===== config.mk =====
export PLATFORM = sky130hd
export DESIGN_NAME = gcicr_regs
export DESIGN_NICKNAME = d
export VERILOG_FILES = /design/src/core/gcicr_pkg.sv /design/src/core/gcicr_regs.sv /design/src/core/gcicr_sync.sv
export SDC_FILE = /design/constraint.sdc
export NUM_CORES = 1
export LEC_CHECK = 0
export BUFFER_PORTS_ARGS = -buffer_cell sky130_fd_sc_hd__buf_2
export CAP_MARGIN = 20
export CORE_ASPECT_RATIO = 1.1
export CORE_MARGIN = 5
export CORE_UTILIZATION = 59
export DETAILED_ROUTE_END_ITERATION = 8
export GPL_ROUTABILITY_DRIVEN = 0
export GPL_TIMING_DRIVEN = 0
export HOLD_SLACK_MARGIN = 0.15
export PLACE_DENSITY = 0.91
export SLEW_MARGIN = 20
export SYNTH_ARGS = -nofsm -noshare
export SYNTH_HDL_FRONTEND = slang
export SYNTH_HIERARCHICAL = 1
export SYNTH_SLANG_ARGS = --single-unit

===== constraint.sdc =====
create_clock -name clk_sys -period 2.8 [get_ports clk_sys]
set_clock_uncertainty 0.15 [all_clocks]
set_input_delay 0.28 -clock clk_sys [delete_from_list [all_inputs] [get_ports clk_sys]]
set_output_delay 0.28 -clock clk_sys [all_outputs]
set_load 0.02 [all_outputs]

===== src/core/gcicr_pkg.sv =====
// Package: offsets, reset values, field layouts and timing for the config register bank
package gcicr_pkg;

    localparam int unsigned ADDR_W    = 8;
    localparam int unsigned DATA_W    = 8;
    localparam int unsigned NUM_PINS  = 6;
    localparam int unsigned ROUTE_W   = 4;
    localparam int unsigned NUM_SIRQ  = 16;

    // Register offsets
    localparam logic [7:0] OFS_GPIO_PIN_82_CTRL = 8'hEA;
    localparam logic [7:0] OFS_GPIO_PIN_83_CTRL = 8'hEB;
    localparam logic [7:0] OFS_GPIO_PIN_84_CTRL = 8'hEC;
    localparam logic [7:0] OFS_GPIO_PIN_85_CTRL = 8'hED;
    localparam logic [7:0] OFS_GPIO_PIN_86_CTRL = 8'hEE;
    localparam logic [7:0] OFS_GPIO_PIN_87_CTRL = 8'hEF;
    localparam logic [7:0] OFS_CLOCK_SOURCE_CTRL = 8'hF0;
    localparam logic [7:0] OFS_RTC_IRQ_POLARITY  = 8'hF1;
    localparam logic [7:0] OFS_IRQ_INPUT_ROUTING = 8'hF4;
    localparam logic [7:0] OFS_PIN_LEVEL_STATUS  = 8'hF5;

    localparam logic [7:0] GPIO_OFS [NUM_PINS] = '{
        OFS_GPIO_PIN_82_CTRL, OFS_GPIO_PIN_83_CTRL, OFS_GPIO_PIN_84_CTRL,
        OFS_GPIO_PIN_85_CTRL, OFS_GPIO_PIN_86_CTRL, OFS_GPIO_PIN_87_CTRL
    };

    // Reset values
    localparam logic [7:0] RST_GPIO_CTRL   = 8'h80;
    localparam logic [7:0] RST_CLOCK_CTRL  = 8'h00;
    localparam logic [7:0] RST_RTC_POL     = 8'h00;
    localparam logic [7:0] RST_IRQ_ROUTING = 8'h00;

    // Writable bits; reserved bits stay zero
    localparam logic [7:0] MASK_GPIO_CTRL   = 8'h83;
    localparam logic [7:0] MASK_CLOCK_CTRL  = 8'h07;
    localparam logic [7:0] MASK_RTC_POL     = 8'h01;
    localparam logic [7:0] MASK_IRQ_ROUTING = 8'hFF;

    localparam int unsigned RTC_INV_BIT = 0;

    // Routing code shared with the system-management interrupt
    localparam logic [3:0] ROUTE_SMI_SHARED = 4'h2;

    // Clock rates, Hz
    localparam int unsigned SYS_CLK_HZ  = 40_000_000;
    localparam int unsigned FAST_REF_HZ = 14_318_180;
    localparam int unsigned SLOW_CLK_HZ = 32_768;
    // Reference edges per half period of the derived slow clock
    localparam int unsigned SLOW_HALF_EDGES = FAST_REF_HZ / (2 * SLOW_CLK_HZ);

    typedef struct packed {
        logic       open_drain;
        logic [4:0] rsvd;
        logic       invert;
        logic       is_input;
    } gcicr_pin_cfg_s;

    typedef struct packed {
        logic [4:0] rsvd;
        logic       fast_clock_out_off;
        logic       specific_key_wake_off;
        logic       slow_clock_absent;
    } gcicr_clk_sel_s;

    typedef struct packed {
        logic [3:0] sel_b;
        logic [3:0] sel_a;
    } gcicr_route_s;

    typedef struct packed {
        logic       wr;
        logic       rd;
        logic [7:0] addr;
        logic [7:0] wdata;
    } gcicr_bus_req_s;

endpackage


===== src/core/gcicr_regs.sv =====
// Top: GPIO pin, clock select, RTC polarity and interrupt routing config registers
//
// Operation
// - Pin config bit 0: 1 input, 0 output
// - Pin config bit 1: 1 inverts pin level
// - Pin config bit 7: 1 open-drain, 0 push-pull
// - Clock bit 0: 1 means no slow clock fitted
// - Slow clock absent: derive it from 14 MHz
// - Clock bit 1: 1 stops and gates key-wake logic
// - Clock bit 2: 1 switches 40 MHz output off
// - RTC polarity bit 0: 1 makes interrupt active low
// - Routing bits 7:4 pick input B's interrupt
// - Routing bits 3:0 pick input A's interrupt
// - Code 0 none, 1-15 interrupts; 2 shared
`timescale 1ns/1ps
module gcicr_regs (
    // Clock and standby power-on reset
    input  wire logic                      clk_sys,
    input  wire logic                      rst_n,
    // Register port
    input  gcicr_pkg::gcicr_bus_req_s      bus_req,
    output logic [7:0]                     rdata_ff,
    // GPIO pins
    input  wire logic [5:0]                gpio_pin_in,
    output logic [5:0]                     gpio_pin_out_ff,
    output logic [5:0]                     gpio_pin_oe_n_ff,
    // GPIO internal values
    input  wire logic [5:0]                gpio_core_out,
    output logic [5:0]                     gpio_core_in_ff,
    // Clock inputs and outputs
    input  wire logic                      slow_clock_in,
    input  wire logic                      fast_ref_in,
    output logic                           slow_clk_out_ff,
    output logic                           key_wake_clk_ff,
    output logic                           specific_key_wake_off_ff,
    output logic                           fast_clock_out_en_ff,
    // RTC interrupt
    input  wire logic                      rtc_irq_in,
    output logic                           rtc_irq_out_ff,
    // External interrupt inputs and serial interrupt requests
    input  wire logic                      ext_interrupt_in_a,
    input  wire logic                      ext_interrupt_in_b,
    output logic [15:0]                    serirq_req_ff,
    output logic                           irq2_routed_ff
);
    localparam int unsigned NP = gcicr_pkg::NUM_PINS;

    // Config registers
    gcicr_pkg::gcicr_pin_cfg_s gpio_cfg_ff   [NP];
    gcicr_pkg::gcicr_pin_cfg_s nxt_gpio_cfg  [NP];
    gcicr_pkg::gcicr_clk_sel_s clk_sel_ff;
    gcicr_pkg::gcicr_clk_sel_s nxt_clk_sel;
    logic [7:0]                rtc_pol_ff;
    logic [7:0]                nxt_rtc_pol;
    gcicr_pkg::gcicr_route_s   route_ff;
    gcicr_pkg::gcicr_route_s   nxt_route;
    logic [7:0]                nxt_rdata;

    // Synchronised pin levels: 5:0 gpio, 6 slow clock, 7 input A, 8 input B
    logic [8:0]                sync_lvl;

    gcicr_sync #(
        .WIDTH    (9)
    ) u_sync (
        .clk_sys  (clk_sys),
        .rst_n    (rst_n),
        .async_in ({ext_interrupt_in_b, ext_interrupt_in_a, slow_clock_in, gpio_pin_in}),
        .level_ff (sync_lvl)
    );

    // Register writes
    always_comb
    begin
        for (int i = 0; i < NP; i++)
        begin
            nxt_gpio_cfg[i] = gpio_cfg_ff[i];
            if (bus_req.wr && bus_req.addr == gcicr_pkg::GPIO_OFS[i])
                nxt_gpio_cfg[i] = bus_req.wdata & gcicr_pkg::MASK_GPIO_CTRL;
        end
        nxt_clk_sel = clk_sel_ff;
        nxt_rtc_pol = rtc_pol_ff;
        nxt_route   = route_ff;
        if (bus_req.wr)
        begin
            unique case (bus_req.addr)
                gcicr_pkg::OFS_CLOCK_SOURCE_CTRL:
                    nxt_clk_sel = bus_req.wdata & gcicr_pkg::MASK_CLOCK_CTRL;
                gcicr_pkg::OFS_RTC_IRQ_POLARITY:
                    nxt_rtc_pol = bus_req.wdata & gcicr_pkg::MASK_RTC_POL;
                gcicr_pkg::OFS_IRQ_INPUT_ROUTING:
                    nxt_route   = bus_req.wdata & gcicr_pkg::MASK_IRQ_ROUTING;
                default:
                    nxt_route   = route_ff;
            endcase
        end
    end

    // Only the standby power-on reset clears the bank
    always_ff @(posedge clk_sys)
    begin
        if (!rst_n)
        begin
            for (int i = 0; i < NP; i++)
                gpio_cfg_ff[i] <= gcicr_pkg::RST_GPIO_CTRL;
            clk_sel_ff <= gcicr_pkg::RST_CLOCK_CTRL;
            rtc_pol_ff <= gcicr_pkg::RST_RTC_POL;
            route_ff   <= gcicr_pkg::RST_IRQ_ROUTING;
        end
        else
        begin
            for (int i = 0; i < NP; i++)
                gpio_cfg_ff[i] <= nxt_gpio_cfg[i];
            clk_sel_ff <= nxt_clk_sel;
            rtc_pol_ff <= nxt_rtc_pol;
            route_ff   <= nxt_route;
        end
    end

    // Read data, valid only in the cycle after the strobe
    always_comb
    begin
        nxt_rdata = 8'h00;
        if (bus_req.rd)
        begin
            for (int i = 0; i < NP; i++)
                if (bus_req.addr == gcicr_pkg::GPIO_OFS[i])
                    nxt_rdata = gpio_cfg_ff[i];
            unique case (bus_req.addr)
                gcicr_pkg::OFS_CLOCK_SOURCE_CTRL: nxt_rdata = clk_sel_ff;
                gcicr_pkg::OFS_RTC_IRQ_POLARITY:  nxt_rdata = rtc_pol_ff;
                gcicr_pkg::OFS_IRQ_INPUT_ROUTING: nxt_rdata = route_ff;
                gcicr_pkg::OFS_PIN_LEVEL_STATUS:  nxt_rdata = {2'h0, gpio_core_in_ff};
                default:                          nxt_rdata = nxt_rdata;
            endcase
        end
    end

    always_ff @(posedge clk_sys)
    begin
        if (!rst_n)
            rdata_ff <= 8'h00;
        else
            rdata_ff <= nxt_rdata;
    end

    // Per-pin direction, polarity and driver type
    logic [5:0] nxt_pin_out;
    logic [5:0] nxt_pin_oe_n;
    logic [5:0] nxt_core_in;
    logic [5:0] cfg_in;
    logic [5:0] cfg_inv;
    logic [5:0] cfg_od;

    for (genvar g = 0; g < NP; g++)
    begin : g_pin
        assign cfg_in[g]  = gpio_cfg_ff[g].is_input;
        assign cfg_inv[g] = gpio_cfg_ff[g].invert;
        assign cfg_od[g]  = gpio_cfg_ff[g].open_drain;
        assign nxt_pin_out[g]  = gpio_core_out[g] ^ cfg_inv[g];
        // Open-drain releases the pin for a high level
        assign nxt_pin_oe_n[g] = cfg_in[g] | (cfg_od[g] & nxt_pin_out[g]);
        assign nxt_core_in[g]  = sync_lvl[g] ^ cfg_inv[g];
    end

    always_ff @(posedge clk_sys)
    begin
        if (!rst_n)
        begin
            gpio_pin_out_ff  <= 6'h00;
            gpio_pin_oe_n_ff <= 6'h3F;
            gpio_core_in_ff  <= 6'h00;
        end
        else
        begin
            gpio_pin_out_ff  <= nxt_pin_out;
            gpio_pin_oe_n_ff <= nxt_pin_oe_n;
            gpio_core_in_ff  <= nxt_core_in;
        end
    end

    // Slow clock source and divider from the 14 MHz reference
    localparam logic [7:0] DIV_LAST = 8'(gcicr_pkg::SLOW_HALF_EDGES - 1);

    logic [7:0] div_cnt_ff;
    logic [7:0] nxt_div_cnt;
    logic       derived_ff;
    logic       nxt_derived;
    logic       ref_s1_ff;
    logic       ref_s2_ff;
    logic       ref_s3_ff;
    logic       ref_prev_ff;
    logic       slow_sel;

    always_comb
    begin
        nxt_div_cnt = div_cnt_ff;
        nxt_derived = derived_ff;
        // Divider runs only while no slow clock is fitted
        if (clk_sel_ff.slow_clock_absent && ref_s3_ff && !ref_prev_ff)
        begin
            if (div_cnt_ff == DIV_LAST)
            begin
                nxt_div_cnt = 8'h00;
                nxt_derived = !derived_ff;
            end
            else
                nxt_div_cnt = div_cnt_ff + 8'h01;
        end
        slow_sel = clk_sel_ff.slow_clock_absent ? derived_ff : sync_lvl[6];
    end

    always_ff @(posedge clk_sys)
    begin
        if (!rst_n)
        begin
            div_cnt_ff               <= 8'h00;
            derived_ff               <= 1'b0;
            ref_s1_ff                <= 1'b0;
            ref_s2_ff                <= 1'b0;
            ref_s3_ff                <= 1'b0;
            ref_prev_ff              <= 1'b0;
            slow_clk_out_ff          <= 1'b0;
            key_wake_clk_ff          <= 1'b0;
            specific_key_wake_off_ff <= 1'b0;
            fast_clock_out_en_ff     <= 1'b0;
        end
        else
        begin
            div_cnt_ff               <= nxt_div_cnt;
            derived_ff               <= nxt_derived;
            // Reference too fast for the agreement filter: a phase may give one sample
            ref_s1_ff                <= fast_ref_in;
            ref_s2_ff                <= ref_s1_ff;
            ref_s3_ff                <= ref_s2_ff;
            ref_prev_ff              <= ref_s3_ff;
            slow_clk_out_ff          <= slow_sel;
            key_wake_clk_ff          <= slow_sel & !clk_sel_ff.specific_key_wake_off;
            specific_key_wake_off_ff <= clk_sel_ff.specific_key_wake_off;
            fast_clock_out_en_ff     <= !clk_sel_ff.fast_clock_out_off;
        end
    end

    // Interrupt polarity and routing
    logic [15:0] nxt_serirq;

    assign nxt_serirq[0] = 1'b0;
    for (genvar n = 1; n < gcicr_pkg::NUM_SIRQ; n++)
    begin : g_sirq
        assign nxt_serirq[n] = (sync_lvl[7] && route_ff.sel_a == 4'(n))
                             | (sync_lvl[8] && route_ff.sel_b == 4'(n));
    end

    always_ff @(posedge clk_sys)
    begin
        if (!rst_n)
        begin
            serirq_req_ff  <= 16'h0000;
            irq2_routed_ff <= 1'b0;
            rtc_irq_out_ff <= 1'b0;
        end
        else
        begin
            serirq_req_ff  <= nxt_serirq;
            // Flags slot sharing for the management interrupt logic
            irq2_routed_ff <= (route_ff.sel_a == gcicr_pkg::ROUTE_SMI_SHARED)
                            | (route_ff.sel_b == gcicr_pkg::ROUTE_SMI_SHARED);
            rtc_irq_out_ff <= rtc_irq_in ^ rtc_pol_ff[gcicr_pkg::RTC_INV_BIT];
        end
    end
endmodule


===== src/core/gcicr_sync.sv =====
// Three-stage synchroniser; output changes once stages two and three agree
`timescale 1ns/1ps
module gcicr_sync #(
    parameter int unsigned WIDTH = 1
) (
    // Clock and reset
    input  wire logic             clk_sys,
    input  wire logic             rst_n,
    // Asynchronous inputs
    input  wire logic [WIDTH-1:0] async_in,
    // Filtered levels
    output logic      [WIDTH-1:0] level_ff
);
    logic [WIDTH-1:0] s1_ff;
    logic [WIDTH-1:0] s2_ff;
    logic [WIDTH-1:0] s3_ff;
    logic [WIDTH-1:0] nxt_level;

    always_comb
    begin
        nxt_level = ((s2_ff ~^ s3_ff) & s3_ff) | ((s2_ff ^ s3_ff) & level_ff);
    end

    always_ff @(posedge clk_sys)
    begin
        if (!rst_n)
        begin
            s1_ff    <= '0;
            s2_ff    <= '0;
            s3_ff    <= '0;
            level_ff <= '0;
        end
        else
        begin
            s1_ff    <= async_in;
            s2_ff    <= s1_ff;
            s3_ff    <= s2_ff;
            level_ff <= nxt_level;
        end
    end
endmodule


== After elaboration in Yosys (flattened, before gate mapping) ==
Memory sizes are Yosys's and may differ from the RTL's.
Cells that the tools add are included.
Storage, ports and cells
  flip-flop bits (word level): 109
  memory bits (writable): 48
  input port bits: 37
  output and inout bits: 48
  logic and storage cells: 194
  memories: 1
Memory list
  gpio_cfg_ff: depth 6, width 8, read ports 6, clocked after Yosys merged registers in 0, wr ports 6, RTL line gcicr_regs.sv:49  | gcicr_pkg::gcicr_pin_cfg_s gpio_cfg_ff [NP];
Cells by class
  add/subtract/negate cells: 1
  equal/unequal tests: 41
  mux-type cells: 23
  bitwise gates (word level): 53
  reductions and logical operators: 47
Operators by type and width (number)
  8-bit two-way mux: 19
  8-bit equality test (second input constant): 11
  4-bit equality test (second input constant): 16
  1-bit logical AND: 38
  4-bit by 3-bit equality test with 1-bit output (second input constant): 8
  8-bit one-hot mux with 4 select lines: 1
  1-bit OR: 28
  9-bit bitwise AND: 2
  4-bit by 2-bit equality test with 1-bit output (second input constant): 4
  1-bit bitwise XOR: 13
  2-bit AND reduction: 5
  9-bit OR: 1
  9-bit XNOR: 1
  9-bit bitwise XOR: 1
  8-bit by 1-bit adder with 8-bit output (second input constant): 1
  4-bit by 1-bit equality test with 1-bit output (second input constant): 2
  1-bit bitwise AND: 7
  1-bit zero test: 4
  1-bit two-way mux: 3

== Longest topological paths before layout ==
  word-level depth: 8
  depth in mapped cells: 7
  depth with buffers taken out: 6

== Hierarchy ==
The synthesis kept the hierarchy.
Modules (own cells, without submodules)
  gcicr_regs: instances 1, cells an instance 376, area an instance 3641.0 um^2, seq. area each 1801.7 um^2
  gcicr_sync: instances 1, cells an instance 93, area an instance 1122.3 um^2, seq. area each 720.7 um^2

== Least setup slack after synthesis ==
Ideal clock, no wire load.
  kind: input to register
  start: input bus_req[8] in the netlist's numbering
  end: register clk_sel_ff[0] in the netlist's numbering
  setup time: 0.072 ns
  arrival: 1.228 ns
  data required time: 2.578 ns
  path slack: 1.350 ns
  stages on the path: 7
  buffers on the path: 3
  cell sequence: buf_4 -> nor2_2 -> and3_4 -> buf_6 -> and3b_1 -> buf_6 -> mux2i_1
On the way
  cells in the longest elaborated chain, start to end: 2
RTL lines
  start, declared: RTL line gcicr_regs.sv:21  | input gcicr_pkg::gcicr_bus_req_s bus_req,
  8-bit equality test: RTL line gcicr_regs.sv:85  | unique case (bus_req.addr)
  2-bit AND reduction (no line)
  end signal, assigned: RTL line gcicr_regs.sv:105  | clk_sel_ff <= gcicr_pkg::RST_CLOCK_CTRL;
  end signal, assigned: RTL line gcicr_regs.sv:113  | clk_sel_ff <= nxt_clk_sel;
  end, declared: RTL line gcicr_regs.sv:51  | gcicr_pkg::gcicr_clk_sel_s clk_sel_ff;
No other way between the ends.
A chain may end at the register's enable or synchronous reset.

==> impl.org <==
** Clock tree
- The number of clock buffers added by TritonCTS is 17.
- CTS tree :: done
- Gates resized, CTS repair :: 0
- Worst skew pair latency :: just over 500 ps
- Max H-tree Level :: 4
- Buffers inserted to repair hold after CTS numbered 29.
- Buffers from clock root to sink, at most :: 2
- The tree built by TritonCTS fans out to 126 sinks.
- After clock tree synthesis, the clock-pin slew on the worst setup and hold paths is around 60 ps.
- Clock root buffer master :: sky130_fd_sc_hd__clkbuf_8
- Number of buffers added for setup after CTS :: 0

** Timing
- After routing, the total negative slack on setup checks comes to 0 ps.
- For the pin with the worst max-slew slack, the measured transition is 508.0 ps.
- Final cycle utilization of the critical path :: 73.35%
- The max-slew violation count came to 0.
- Fmax :: approximately 490 MHz
- Final-layout worst hold slack :: 210.4 ps
- Setup violations remaining at the end of the flow were counted as 0.
- Setup repair after global routing left no endpoint under its margin.
- The hold violation total from the final report is 0.
- Final critical delay including setup and external delays :: 2054 ps
- Relative slew slack :: 66.13%

** Worst setup path
- In this design, the largest share of critical-path delay is due to buffers and inverters.
- Req. time, crit path :: 3100 ps
- The slowest stage of the critical path belongs to the cell sky130_fd_sc_hd__dlygate4sd3_1.
- STA classifies the critical path startpoint as a primary input.
- In this design, the critical path's most frequently occurring cell is sky130_fd_sc_hd__dlygate4sd3_1.
- Depth of the critical timing path with buffers and inverters included :: 6
- Worst Reg2Reg Path Length in Cells :: 5
- Data arrives at the worst endpoint at approximately 2400 ps.
- Traced cell by cell, the critical path runs through dlygate4sd3_1, buf_2, clkbuf_1, nand2_1, mux2i_1, dlygate4sd3_1.
- For this run, the slowest stage of the critical path takes 560 ps.
- The worst setup path is captured at a flop.
- Worst setup path class :: primary input to flop
- The critical path contains buffers and inverters numbering 4 combined.
- Of all nets on the critical path, the largest fanout is 14.

** Place
- Placed cell area :: between 5000 and 6000 sq um
- Buffers placed on the I/O ports in this run total 82.
- Post-DP HPWL :: about 8 mm

** Floorplan
- Placement row count :: 34
- Pin placement for this block handled 85 I/O pins.
- The initial utilization of the core area, before any placement, comes to 60.20%.
- Die outline area :: 9972 sq um
- From left edge to right edge, the die measures 95.67 um.
- The region available for standard cell placement spans 7913 sq um.
- The die is about 100 um tall.

** Flow run
- Maxcap violations :: 0

** Pwr
- Across the VDD grid, the largest voltage drop is 549.5 uV.
- In this run the static leakage power is 2.751 nW.
- In this run the power density over the cells is between 600 and 700 nW/um^2.
- Summing internal, switching and leakage power gives 4.121 mW.

** Drt
- Number of vias in the routed layout :: 4105
- Detailed router's first-iteration violation count :: 572
- The detail route stage leaves a number of antenna-violating nets equal to 0.
- Remaining DRCs :: 0
- Detailed Route WL :: 12.77 mm
- Average via count per standard cell :: 5.701
- Before antenna repair, the detailed router went through 6 iterations.
- After detailed routing, the average wire length per cell comes to 17.74 um.

** Logic synthesis
- Primary FF master, synth :: sky130_fd_sc_hd__dfxtp_1
- Most common library cells after synthesis :: sky130_fd_sc_hd__dfxtp_1 (126), sky130_fd_sc_hd__and2_1 (61), sky130_fd_sc_hd__nand2_1 (32)
- Most common cell in the synthesized netlist :: sky130_fd_sc_hd__dfxtp_1
- Netlist area before placement :: 4763 sq um
- Leading cell types by total area after synthesis :: sky130_fd_sc_hd__dfxtp_1 (53%), sky130_fd_sc_hd__and2_1 (8.0%), sky130_fd_sc_hd__mux2i_1 (3.8%)
- Mean instance size in the synthesized netlist :: just over 10 sq um
- The netlist uses 45 different library cells.
- Yosys mapped a number of flops with a built-in enable equal to 0.
- The largest total area in the synthesized netlist belongs to sky130_fd_sc_hd__dfxtp_1.
- Post-Synthesis Cells :: 469
- For this run, the register share of the synthesized area comes to 52.96%.
- In this run, synthesis produced a sequential element count of 126.
- In this run the biggest area consumer among cell types represents between 50 and 60% of the synthesized area.
- Net count after synthesis :: about 520
- After synthesis, the share of flip-flops with an asynchronous set or reset is 0%.
- Synthesis Warnings :: 6

** Global routing
- Number of global-route vias before repair :: 4180
- The number of antenna violations at the first check in global routing was 1.
- Wire length of the first global-routing pass :: just over 20 mm
- Overall fraction of global-route tracks in use :: about 27%
- Entering global routing, the biggest net connects 17 pins.
- For this run the aggregate overflow at the end of global routing stands at 0.

** Finish
- Layout-stage area growth over the synthesis result :: 29.47%
- After routing the design area is 6167 sq um.
- Number of nets in the final layout :: around 650
- Filler cell count in the final layout :: about 470
- The post-route netlist has 22.26% of its cells at a drive strength greater than 1.

** Min path
- Hold Crit Depth :: 5
- Worst min-delay path class :: primary input to flop

** Outcome
- Result of the run :: completed
-- area by class of cell --
type / instances / area, sq um / share of cell area, %
Clock buffer: 24 / 480.5 / 7.791
Buffer: 25 / 141.4 / 2.293
Clock inverter: 7 / 85.08 / 1.380
Tap cell: 108 / 135.1 / 2.191
Multi-Input combinational cell: 313 / 2081 / 33.74
Sequential cell: 126 / 2522 / 40.90
Timing Repair Buffer: 111 / 700.7 / 11.36
Antenna cell: 1 / 2.502 / 0.04058
Inverter: 5 / 18.77 / 0.3043
-- sequential cells by signal, indices dropped and copies added, names as in the netlist, 8 cells and up --
| signal | count |
|---|---|
| div_cnt_ff | 8 |
| gpio_cfg_ff | 18 |
| rdata_ff | 8 |
| route_ff | 8 |
| serirq_req_ff | 15 |
| u_sync/level_ff | 9 |
| u_sync/s1_ff | 9 |
| u_sync/s2_ff | 9 |
| u_sync/s3_ff | 9 |
-- cell usage in the layout, fill, tap and decap left out, types with 5 or more instances in the layout --
cell type                       instances
sky130_fd_sc_hd__clkinv_2               5
sky130_fd_sc_hd__mux2i_1               18
sky130_fd_sc_hd__buf_2                 87
sky130_fd_sc_hd__clkbuf_1              11
sky130_fd_sc_hd__xnor2_1                5
sky130_fd_sc_hd__clkbuf_8               5
sky130_fd_sc_hd__ha_1                  11
sky130_fd_sc_hd__nand2_1               32
sky130_fd_sc_hd__inv_1                  5
sky130_fd_sc_hd__nand4_1               10
sky130_fd_sc_hd__clkbuf_16             16
sky130_fd_sc_hd__o21ai_0               16
sky130_fd_sc_hd__xor2_1                16
sky130_fd_sc_hd__and2_1                61
sky130_fd_sc_hd__dlygate4sd3_1         29
sky130_fd_sc_hd__nand2b_1               5
sky130_fd_sc_hd__o22ai_1               18
sky130_fd_sc_hd__dfxtp_1              126
sky130_fd_sc_hd__a21oi_1               12
sky130_fd_sc_hd__nor2_1                20
sky130_fd_sc_hd__nand3_1               24
sky130_fd_sc_hd__nor2b_1               14
sky130_fd_sc_hd__nand3b_1               9
-- through the flow --
step,utilization (%),setup slack (ps),cells
after floorplan,-,1350,469
after global placement,67.09,1024,659
final,77.94,746.2,720
after CTS,77.91,834.2,719
after detailed placement,67.09,986.2,659
after global routing,77.94,712.5,720
-- worst register-to-register path: stages (launching register included) --
cell and delay, ps:
sky130_fd_sc_hd__dfxtp_1 410, sky130_fd_sc_hd__ha_1 190, sky130_fd_sc_hd__nor4bb_1 390, sky130_fd_sc_hd__nand3_1 190, sky130_fd_sc_hd__nand2_1 290, sky130_fd_sc_hd__nor2_1 100
-- power by group --
part,switching (mW),internal [mW]
sequential,0.0105,1.82
combinational,0.113,0.0946
clock,0.731,1.35
total,0.855,3.27
-- kinds of logic (layout without fill, tap and decap cells) --
logic type	count (synthesis)	count (layout)	share of synthesized area, %
compound gates	54	54	6.646
xor+xnor	21	21	3.861
fa+ha+maj	11	11	2.889
buf+inv	30	172	3.362
flops	126	126	52.96
mux	23	23	5.910
other cells	1	2	0.07873
simple gates	203	203	24.30
-- path summary, 6_finish.rpt --
kind                   startpoint           endpoint  slack [ps]
setup / recovery            rst_n      clk_sel_ff[2]         750
hold / removal         bus_req[8]  gpio_cfg_ff[2][7]         210
hold reg to reg   u_sync/s1_ff[8]    u_sync/s2_ff[8]         280
setup reg to reg    div_cnt_ff[0]      div_cnt_ff[7]         960
-- routing by layer --
layer	GRT usage (%)	wire length [um]	up-vias	part of all wire, %
met5	0	0	-	0
met2	44.26	6237	286	49
met3	7.236	1152	79	9.0
li1	-	-	1869	-
met1	30.18	4662	1871	36
met4	17.07	721	0	5.6
Note: power is estimated with default switching activity, not from simulation.
